`src/verilog/otc_params.svh`:
```
// Register map, field positions and reset values for the oscillator control block
`ifndef OTC_PARAMS_SVH
`define OTC_PARAMS_SVH

// ===========================================
// Register offsets (byte addresses)
`define OTC_ADDR_TRIM 8'h00
`define OTC_ADDR_TCTRL 8'h04
`define OTC_ADDR_RDYLIM 8'h08
`define OTC_ADDR_CNTLIM 8'h0C
`define OTC_ADDR_SNAP 8'h10
`define OTC_ADDR_STAT 8'h14
`define OTC_ADDR_REFSEL 8'h18
`define OTC_ADDR_REFN 8'h1C
`define OTC_ADDR_RESH 8'h20
`define OTC_ADDR_RESL 8'h24
`define OTC_ADDR_GPD 8'h28

// ===========================================
// Field positions
`define OTC_TCTRL_MODE 0
`define OTC_TCTRL_THR_LSB 8
`define OTC_REFSEL_START 15

// ===========================================
// Reset values
`define OTC_RST_TRIM 8'h80
`define OTC_RST_THR 8'h08
`define OTC_RST_RDYLIM 16'h0200
`define OTC_RST_CNTLIM 16'h0100
`define OTC_RST_REFN 16'h0010
`define OTC_RST_GPD 8'h00

`endif

```
`src/verilog/otc_pkg.sv`:
```
// Types shared by the oscillator control block
package otc_pkg;

  typedef enum logic [1:0] {
    OTC_ST_OFF = 2'b00,
    OTC_ST_START = 2'b01,
    OTC_ST_SETTLE = 2'b10
  } otc_start_state_t;

  typedef enum logic [1:0] {
    OTC_CAL_IDLE = 2'b00,
    OTC_CAL_SYNC = 2'b01,
    OTC_CAL_RUN = 2'b10
  } otc_cal_state_t;

  typedef enum logic [1:0] {
    OTC_SRC_SLOW_RC = 2'b00,
    OTC_SRC_FAST_RC = 2'b01,
    OTC_SRC_SLOW_XTAL = 2'b10,
    OTC_SRC_ENH_RC = 2'b11
  } otc_ref_src_t;

  typedef enum logic {
    OTC_MODE_COUNTER = 1'b0,
    OTC_MODE_CURRENT = 1'b1
  } otc_trim_mode_t;

endpackage
```
`src/verilog/otc_osc_ctrl.sv`:
```
// Oscillator trim, start-up settling and reference-counter calibration
//
// Local design decisions: the register offsets and register access over APB.
`timescale 1ns/100ps
`include "otc_params.svh"

// Operation
// - Code 0x00 gives least load capacitance; 0xFF gives the most.
// - Capacitance steps evenly over 256 codes of the 8-bit trim.
// - One trim register drives both capacitor banks identically.
// - Trim bits 4:0 drive binary-weighted capacitor selects directly.
// - Trim bits 7:5 decode to a seven-line thermometer code.
// - Ready interrupt fires when start-up counter equals programmed ready limit.
// - Start-up counter ticks on fast RC at power-up, low-power clock at wake.
// - Hardware enables the fast crystal on power-up and wake-up.
// - Counter mode applies stored trim when counter reaches limit minus one.
// - Trim-select field picks counter or current mode; counter after reset.
// - Current mode applies trim when oscillator current drop is seen.
// - Current mode snapshots the running counter when trim is applied.
// - Settle-ready flag sets once settle counter reaches the threshold.
// - During power-up the slow RC runs at 512 kHz instead of 32 kHz.
// - Reference counter counts a 16 MHz crystal-derived clock.
// - Source code 0 slow RC, 1 fast RC, 2 slow crystal, 3 enhanced RC.
// - Writing start bit begins measurement; hardware clears it when done.
// - Window lasts N programmed periods of the measured clock.
// - Reference count M is returned as 32 bits in high and low registers.
module otc_osc_ctrl
  import otc_pkg::*;
(
  input wire logic pclk,
  input wire logic presetn,
  input wire logic ce,
  input wire logic psel,
  input wire logic penable,
  input wire logic pwrite,
  input wire logic [7:0] paddr,
  input wire logic [31:0] pwdata,
  output logic [31:0] prdata,
  output logic pready,
  output logic pslverr,
  input wire logic power_up_req,
  input wire logic wake_up_req,
  input wire logic sleep_req,
  input wire logic fast_rc_clk,
  input wire logic lp_clk,
  input wire logic current_drop,
  input wire logic slow_rc_clk,
  input wire logic slow_crystal_clk,
  input wire logic enhanced_rc_clk,
  input wire logic ref_clk_16m,
  output logic xtal_enable,
  output logic crystal_ready_interrupt,
  output logic slow_rc_fast_sel,
  output logic [4:0] bank_a_bin_sel,
  output logic [6:0] bank_a_therm_sel,
  output logic [4:0] bank_b_bin_sel,
  output logic [6:0] bank_b_therm_sel,
  output logic [7:0] gp_data
);

  // ===========================================
  // Registers and state
  logic [7:0] crystal_load_trim;
  otc_trim_mode_t trim_apply_select;
  logic [7:0] settle_threshold;
  logic [15:0] ready_count_limit;
  logic [15:0] startup_count_limit;
  logic [15:0] startup_count_snapshot;
  logic [1:0] ref_source;
  logic cal_start;
  logic [15:0] reference_window_count;
  logic [31:0] cal_result;
  otc_start_state_t st_state;
  logic wake_phase;
  logic tick_prev;
  logic [15:0] startup_cnt;
  logic [7:0] settle_counter;
  logic settle_ready_flag;
  logic trim_applied_flag;
  logic irq_done;
  logic [7:0] applied_trim;
  logic [7:0] next_applied;
  otc_cal_state_t cal_state;
  logic meas_prev;
  logic ref_prev;
  logic [31:0] m_cnt;
  logic [15:0] win_cnt;

  // ===========================================
  // APB slave
  logic wr_en;
  logic setup_rd;
  logic addr_hit;
  logic [31:0] rd_mux;

  assign wr_en = ce && psel && penable && pwrite;
  assign setup_rd = ce && psel && !penable && !pwrite;
  // A frozen block must not complete transfers
  assign pready = ce;
  assign pslverr = psel && penable && !addr_hit;

  always_comb begin
    addr_hit = 1'b1;
    rd_mux = 32'h0000_0000;
    case (paddr)
      `OTC_ADDR_TRIM: rd_mux[7:0] = crystal_load_trim;
      `OTC_ADDR_TCTRL: begin
        rd_mux[`OTC_TCTRL_MODE] = trim_apply_select;
        rd_mux[`OTC_TCTRL_THR_LSB +: 8] = settle_threshold;
      end
      `OTC_ADDR_RDYLIM: rd_mux[15:0] = ready_count_limit;
      `OTC_ADDR_CNTLIM: rd_mux[15:0] = startup_count_limit;
      `OTC_ADDR_SNAP: rd_mux[15:0] = startup_count_snapshot;
      `OTC_ADDR_STAT: rd_mux[3:0] = {xtal_enable, trim_applied_flag, settle_ready_flag,
                                     wake_phase};
      `OTC_ADDR_REFSEL: begin
        rd_mux[1:0] = ref_source;
        rd_mux[`OTC_REFSEL_START] = cal_start;
      end
      `OTC_ADDR_REFN: rd_mux[15:0] = reference_window_count;
      `OTC_ADDR_RESH: rd_mux[15:0] = cal_result[31:16];
      `OTC_ADDR_RESL: rd_mux[15:0] = cal_result[15:0];
      `OTC_ADDR_GPD: rd_mux[7:0] = gp_data;
      default: addr_hit = 1'b0;
    endcase
  end

  // Read data is latched in the setup phase so it leaves a flip-flop
  always_ff @(posedge pclk or negedge presetn) begin
    if (!presetn) begin
      prdata <= 32'h0000_0000;
    end else if (setup_rd) begin
      prdata <= rd_mux;
    end
  end

  always_ff @(posedge pclk or negedge presetn) begin
    if (!presetn) begin
      crystal_load_trim <= `OTC_RST_TRIM;
      trim_apply_select <= OTC_MODE_COUNTER;
      settle_threshold <= `OTC_RST_THR;
      ready_count_limit <= `OTC_RST_RDYLIM;
      startup_count_limit <= `OTC_RST_CNTLIM;
      ref_source <= OTC_SRC_SLOW_RC;
      reference_window_count <= `OTC_RST_REFN;
      gp_data <= `OTC_RST_GPD;
    end else if (wr_en) begin
      case (paddr)
        `OTC_ADDR_TRIM: crystal_load_trim <= pwdata[7:0];
        `OTC_ADDR_TCTRL: begin
          trim_apply_select <= otc_trim_mode_t'(pwdata[`OTC_TCTRL_MODE]);
          settle_threshold <= pwdata[`OTC_TCTRL_THR_LSB +: 8];
        end
        `OTC_ADDR_RDYLIM: ready_count_limit <= pwdata[15:0];
        `OTC_ADDR_CNTLIM: startup_count_limit <= pwdata[15:0];
        // Source cannot change under a running measurement
        `OTC_ADDR_REFSEL: if (!cal_start) ref_source <= pwdata[1:0];
        `OTC_ADDR_REFN: if (!cal_start) reference_window_count <= pwdata[15:0];
        `OTC_ADDR_GPD: gp_data <= pwdata[7:0];
        default: ;
      endcase
    end
  end

  // ===========================================
  // Start-up sequencer
  logic sel_lvl;
  logic tick;
  logic apply_now;

  assign sel_lvl = wake_phase ? lp_clk : fast_rc_clk;
  assign tick = sel_lvl && !tick_prev;

  assign apply_now = (st_state == OTC_ST_START) &&
    ((trim_apply_select == OTC_MODE_CURRENT) ? current_drop :
     (startup_cnt == startup_count_limit - 16'h0001));

  always_ff @(posedge pclk or negedge presetn) begin
    if (!presetn) begin
      st_state <= OTC_ST_OFF;
      wake_phase <= 1'b0;
      xtal_enable <= 1'b0;
    end else if (ce) begin
      if (sleep_req) begin
        st_state <= OTC_ST_OFF;
        xtal_enable <= 1'b0;
      end else begin
        case (st_state)
          OTC_ST_OFF: begin
            if (power_up_req || wake_up_req) begin
              st_state <= OTC_ST_START;
              wake_phase <= !power_up_req;
              xtal_enable <= 1'b1;
            end
          end
          OTC_ST_START: if (apply_now) st_state <= OTC_ST_SETTLE;
          OTC_ST_SETTLE: ;
          default: st_state <= OTC_ST_OFF;
        endcase
      end
    end
  end

  always_ff @(posedge pclk or negedge presetn) begin
    if (!presetn) begin
      tick_prev <= 1'b0;
      startup_cnt <= 16'h0000;
      settle_counter <= 8'h00;
    end else if (ce) begin
      tick_prev <= sel_lvl;
      if (st_state == OTC_ST_OFF) begin
        startup_cnt <= 16'h0000;
        settle_counter <= 8'h00;
      end else if (tick) begin
        if (startup_cnt != 16'hFFFF) startup_cnt <= startup_cnt + 16'h0001;
        if (st_state == OTC_ST_SETTLE && settle_counter != 8'hFF)
          settle_counter <= settle_counter + 8'h01;
      end
    end
  end

  always_ff @(posedge pclk or negedge presetn) begin
    if (!presetn) begin
      settle_ready_flag <= 1'b0;
    end else if (ce) begin
      settle_ready_flag <= (st_state == OTC_ST_SETTLE) &&
                           (settle_counter >= settle_threshold);
    end
  end

  always_ff @(posedge pclk or negedge presetn) begin
    if (!presetn) begin
      crystal_ready_interrupt <= 1'b0;
      irq_done <= 1'b0;
    end else if (ce) begin
      crystal_ready_interrupt <= 1'b0;
      if (st_state == OTC_ST_OFF) begin
        irq_done <= 1'b0;
      end else if (!irq_done && startup_cnt == ready_count_limit) begin
        crystal_ready_interrupt <= 1'b1;
        irq_done <= 1'b1;
      end
    end
  end

  always_ff @(posedge pclk or negedge presetn) begin
    if (!presetn) begin
      trim_applied_flag <= 1'b0;
      startup_count_snapshot <= 16'h0000;
    end else if (ce) begin
      if (st_state == OTC_ST_OFF) trim_applied_flag <= 1'b0;
      else if (apply_now) trim_applied_flag <= 1'b1;
      if (apply_now && trim_apply_select == OTC_MODE_CURRENT)
        startup_count_snapshot <= startup_cnt;
    end
  end

  // fast sequencer clock only while powering up
  always_ff @(posedge pclk or negedge presetn) begin
    if (!presetn) begin
      slow_rc_fast_sel <= 1'b0;
    end else if (ce) begin
      if (sleep_req || settle_ready_flag) slow_rc_fast_sel <= 1'b0;
      else if (power_up_req && st_state == OTC_ST_OFF) slow_rc_fast_sel <= 1'b1;
    end
  end

  // ===========================================
  // Capacitor bank drive
  function automatic logic [6:0] otc_therm(input logic [2:0] v);
    logic [6:0] t;
    t = 7'h00;
    for (int i = 0; i < 7; i++) begin
      t[i] = (3'(i) < v);
    end
    return t;
  endfunction

  // Later writes follow through once the start-up trim is in place
  always_comb begin
    next_applied = applied_trim;
    if (apply_now) next_applied = crystal_load_trim;
    else if (trim_applied_flag && wr_en && paddr == `OTC_ADDR_TRIM)
      next_applied = pwdata[7:0];
  end

  // 256 equal steps from the weights below
  always_ff @(posedge pclk or negedge presetn) begin
    if (!presetn) begin
      applied_trim <= 8'h00;
      bank_a_bin_sel <= 5'h00;
      bank_a_therm_sel <= 7'h00;
      bank_b_bin_sel <= 5'h00;
      bank_b_therm_sel <= 7'h00;
    end else if (ce) begin
      applied_trim <= next_applied;
      bank_a_bin_sel <= next_applied[4:0];
      bank_b_bin_sel <= next_applied[4:0];
      bank_a_therm_sel <= otc_therm(next_applied[7:5]);
      bank_b_therm_sel <= otc_therm(next_applied[7:5]);
    end
  end

  // ===========================================
  // Reference counter calibration
  logic meas_lvl;
  logic meas_edge;
  logic ref_edge;
  logic cal_last;

  always_comb begin
    case (ref_source)
      OTC_SRC_SLOW_RC: meas_lvl = slow_rc_clk;
      OTC_SRC_FAST_RC: meas_lvl = fast_rc_clk;
      OTC_SRC_SLOW_XTAL: meas_lvl = slow_crystal_clk;
      default: meas_lvl = enhanced_rc_clk;
    endcase
  end

  assign meas_edge = meas_lvl && !meas_prev;
  assign ref_edge = ref_clk_16m && !ref_prev;
  // window end after N periods; N of zero means 65536
  assign cal_last = (cal_state == OTC_CAL_RUN) && meas_edge &&
                    (win_cnt == reference_window_count - 16'h0001);

  // start by write, cleared on completion
  always_ff @(posedge pclk or negedge presetn) begin
    if (!presetn) begin
      cal_start <= 1'b0;
      cal_state <= OTC_CAL_IDLE;
      meas_prev <= 1'b0;
      ref_prev <= 1'b0;
      m_cnt <= 32'h0000_0000;
      win_cnt <= 16'h0000;
      cal_result <= 32'h0000_0000;
    end else if (ce) begin
      meas_prev <= meas_lvl;
      ref_prev <= ref_clk_16m;
      case (cal_state)
        OTC_CAL_IDLE: begin
          if (wr_en && paddr == `OTC_ADDR_REFSEL && pwdata[`OTC_REFSEL_START]) begin
            cal_start <= 1'b1;
            cal_state <= OTC_CAL_SYNC;
          end
        end
        // Window opens on a measured edge so N whole periods are seen
        OTC_CAL_SYNC: begin
          if (meas_edge) begin
            cal_state <= OTC_CAL_RUN;
            m_cnt <= 32'h0000_0000;
            win_cnt <= 16'h0000;
          end
        end
        OTC_CAL_RUN: begin
          if (cal_last) begin
            cal_result <= m_cnt + {31'h0000_0000, ref_edge};
            cal_start <= 1'b0;
            cal_state <= OTC_CAL_IDLE;
          end else begin
            if (ref_edge) m_cnt <= m_cnt + 32'h0000_0001;
            if (meas_edge) win_cnt <= win_cnt + 16'h0001;
          end
        end
        default: cal_state <= OTC_CAL_IDLE;
      endcase
    end
  end
endmodule

```
`config.mk`:
```
export PLATFORM = sky130hd
export DESIGN_NAME = otc_osc_ctrl
export DESIGN_NICKNAME = d
export VERILOG_FILES = /design/src/verilog/otc_pkg.sv /design/src/verilog/otc_osc_ctrl.sv
export VERILOG_INCLUDE_DIRS = /design/src /design/src/verilog
export SDC_FILE = /design/constraint.sdc
export NUM_CORES = 1
export LEC_CHECK = 0
export ABC_AREA = 1
export BUFFER_PORTS_ARGS = -buffer_cell sky130_fd_sc_hd__buf_2
export CAP_MARGIN = 20
export CELL_PAD_IN_SITES_DETAIL_PLACEMENT = 1
export CELL_PAD_IN_SITES_GLOBAL_PLACEMENT = 1
export CORE_ASPECT_RATIO = 2
export CORE_MARGIN = 2
export CORE_UTILIZATION = 48
export DETAILED_ROUTE_END_ITERATION = 8
export GPL_ROUTABILITY_DRIVEN = 0
export HOLD_SLACK_MARGIN = 0.03
export PLACE_DENSITY_LB_ADDON = 0.1
export SLEW_MARGIN = 5
export SYNTH_ARGS = -nofsm -noshare
export SYNTH_HDL_FRONTEND = slang
export SYNTH_SLANG_ARGS = --single-unit
```
`constraint.sdc`:
```
create_clock -name pclk -period 5.2 [get_ports pclk]
set_input_delay 1.04 -clock pclk [delete_from_list [all_inputs] [get_ports pclk]]
set_output_delay 1.04 -clock pclk [all_outputs]
set_load 0.005 [all_outputs]
```
==> flow_metrics.py <==
metrics = {
    "final_layout": {
        "drive_above_1_share_pct": 12.4,
        "diodes": 0,
        "nFillCells": 3682,
        "finalNetCount": 1972,
        "area_delta_synth_final_pct": 9.81,
        "fin_util_pct": 53.1,
    },
    "timing": {
        "hold_violations": 0,
        "skew_ns": 0.0150,
        "worstMarginPinSlew_ns": 0.988,
        "drv_slew": 0,
        "slew-limit-headroom_pct": 34.0,
        "rsz0062_at_grt": "no",
        "setup_viol": 0,
        "setup_slack_ns": 1.15,
        "setup_tns_ns": 0,
        "post-route-period-util_pct": 78.0,
        "max_freq_mhz": 247,
        "timing.hold.ws_ns": 0.473,
        "min_period_ns": 4.05,
    },
    "synth": {
        "netlist_area_sq_um": 14200,
        "ys.warnings.count": 0,
        "synth_async_sr_flop_share_pct": 100,
        "synth_area_leaders": "dfrtp_1 (42%), nand2_1 (13%), o21ai_0 (6.1%)",
        "synth-seq-cells": 240,
        "synth_largest_area_cell": "dfrtp_1",
        "syn_inst": 1858,
        "syn_area_per_cell_sq_um": 7.62,
        "synthTopCellsByCount": "nand2_1 (491), dfrtp_1 (235), inv_1 (182)",
        "synth_ff_type": "dfrtp_1",
        "synth_top_area_share_pct": 41.5,
        "yosysMostFrequentCell": "nand2_1",
        "synth_edf_count": 0,
        "yosysUniqueCellTypes": 56,
        "synth.yosys.seq_area_share_pct": 42.4,
    },
    "pwr": {
        "leakagePower_nw": 7.48,
        "power_density_nw_per_um2": 295,
        "finalPower_w": 0.00458,
        "vdd_drop_max_mv": 0.279,
    },
    "global_routing": {
        "grt_pass1_wl_um": 74000,
        "antenna_found_initial": 0,
        "grt_use_total_pct": 30.1,
        "grt.overflow.total": 0,
        "grt_pass1_vias": 13700,
        "grt_start_max_net_pins": 107,
    },
    "place": {
        "dpl.hpwl_um": 35400,
        "port_buffers": 92,
        "place_ws_ns": 1.20,
    },
    "clock_tree": {
        "cts_resized": 0,
        "cts.sinks": 240,
        "insertion_delay_ns": 0.54,
        "cts.clk_slew.worst_paths_ns": 0.06,
        "clockRootBuffer": "clkbuf_16",
        "cts_setup_buffers": 0,
        "clock_path_buffers": 3,
        "cts_tree": "yes",
        "cts_hold_buf": 0,
        "ctsHtreeMaxLevel": 1,
        "cts_buffers": 25,
    },
    "routing": {
        "drtPass1Iterations": 5,
        "ant_nets": 0,
        "vias": 13000,
        "drt-total-wl_um": 46900,
        "drc": 0,
        "via_per_inst": 5.69,
        "wl_per_cell_um": 20.6,
        "drt_iter0_markers": 680,
    },
    "floorplanning": {
        "die_area_sq_um": 31000,
        "rows": 89,
        "core_sq_um": 29300,
        "die_y_um": 247,
        "initial_utilization_pct": 48.4,
        "pin_count": 125,
        "die_w_um": 125,
    },
    "critical_path": {
        "r2r_end": "startup_cnt[14]$_DFFE_PN0P_",
        "reg2reg_from": "st_state[1]$_DFFE_PN0P_",
        "endpoint_kind": "primary output",
        "reg2reg_slack_ns": 1.76,
        "startpoint_type": "primary input",
        "cp_max_fo": 11,
        "cp_data_arrival_time_ns": 3.01,
        "path_class": "primary input to primary output",
        "rr_worst_depth": 12,
        "crit_required_ns": 4.16,
    },
    "min_path": {
        "min_path_type": "primary input to async pin",
    },
    "status": {
        "outcome": "finished, final reports clean",
    },
    "flow_run": {
        "maxCapViolations": 0,
    },
}
-- where the power goes --
group	internal [W]	total, W	switching [W]
clock	0.00111	0.00191	0.000794
sequential	0.00195	0.00203	0.0000833
combinational	0.000189	0.000641	0.000452
-- cells in the final DEF, fill, tap and decap left out, types with 40 or more instances in the layout --
cell     instances
nand3_1         82
nor2_1         133
dfrtp_1        235
nand2_1        491
xor2_1          72
nand4_1         42
inv_1          182
xnor2_1         42
buf_2           91
a21oi_1         40
o21ai_0        173
-- critical path, cell delays in order --
cell     delay, ns
buf_2         0.09
or2_1         0.30
nor3_2        0.55
nand2_1       0.52
nand4_1       0.28
nor4_1        0.10
buf_2         0.13
-- cells by family (layout without fill, tap and decap cells) --
| logic type | count (synthesis) | count (layout) | share of synthesized area [%] |
|---|---|---|---|
| AND/OR/NAND/NOR | 873 | 873 | 27.1 |
| AO/OA/AOI/OAI | 306 | 306 | 12.0 |
| buffers and inverters | 299 | 343 | 9.26 |
| flip-flops | 240 | 240 | 42.4 |
| XOR/XNOR | 114 | 114 | 7.05 |
| adder cells (fa/ha/maj) | 16 | 16 | 1.41 |
| multiplexers | 9 | 9 | 0.707 |
| other | 1 | 16 | 0.0265 |
-- registers in the layout (all words and copies together), names as in the netlist, 16 cells and up --
signal                  flops
cal_result                 32
m_cnt                      32
prdata                     16
ready_count_limit          16
reference_window_count     16
startup_cnt                16
startup_count_limit        16
startup_count_snapshot     16
win_cnt                    16
-- metrics by stage --
stage                     instances  area (sq um)
after floorplan                1873         14200
after global placement         2234         14600
after detailed placement       2235         14700
after CTS                      2279         15500
after global routing           2281         15600
final                          2281         15600
-- routing by layer --
metal	up-vias	track usage [%]	wire length (um)
li1	6061	-	-
met1	6432	36.5	19200
met2	371	53.8	23600
met3	117	3.31	2040
met4	0	12.6	2010
met5	-	0	0
-- area by class of cell --
type,instances,area [sq um],share of cell area (%)
Multi-Input combinational cell,1334,6900,44.4
Tap cell,364,455,2.93
Clock buffer,33,676,4.34
Sequential cell,240,6010,38.7
Timing Repair Buffer,103,606,3.89
Inverter,196,737,4.74
Clock inverter,11,166,1.07
-- worst max path at each step --
stage / endpoint / depth (start not counted) / start
global route: pslverr / 9 / paddr[1]
finish: pslverr / 7 / paddr[1]
global placement: pslverr / 7 / paddr[1]
CTS: pslverr / 9 / paddr[1]
floorplan: pslverr / 7 / paddr[1]
detailed placement: startup_count_limit[10]$_DFFE_PN0P_ / 9 / paddr[0]
No activity file was read; power rests on OpenSTA's default activity.
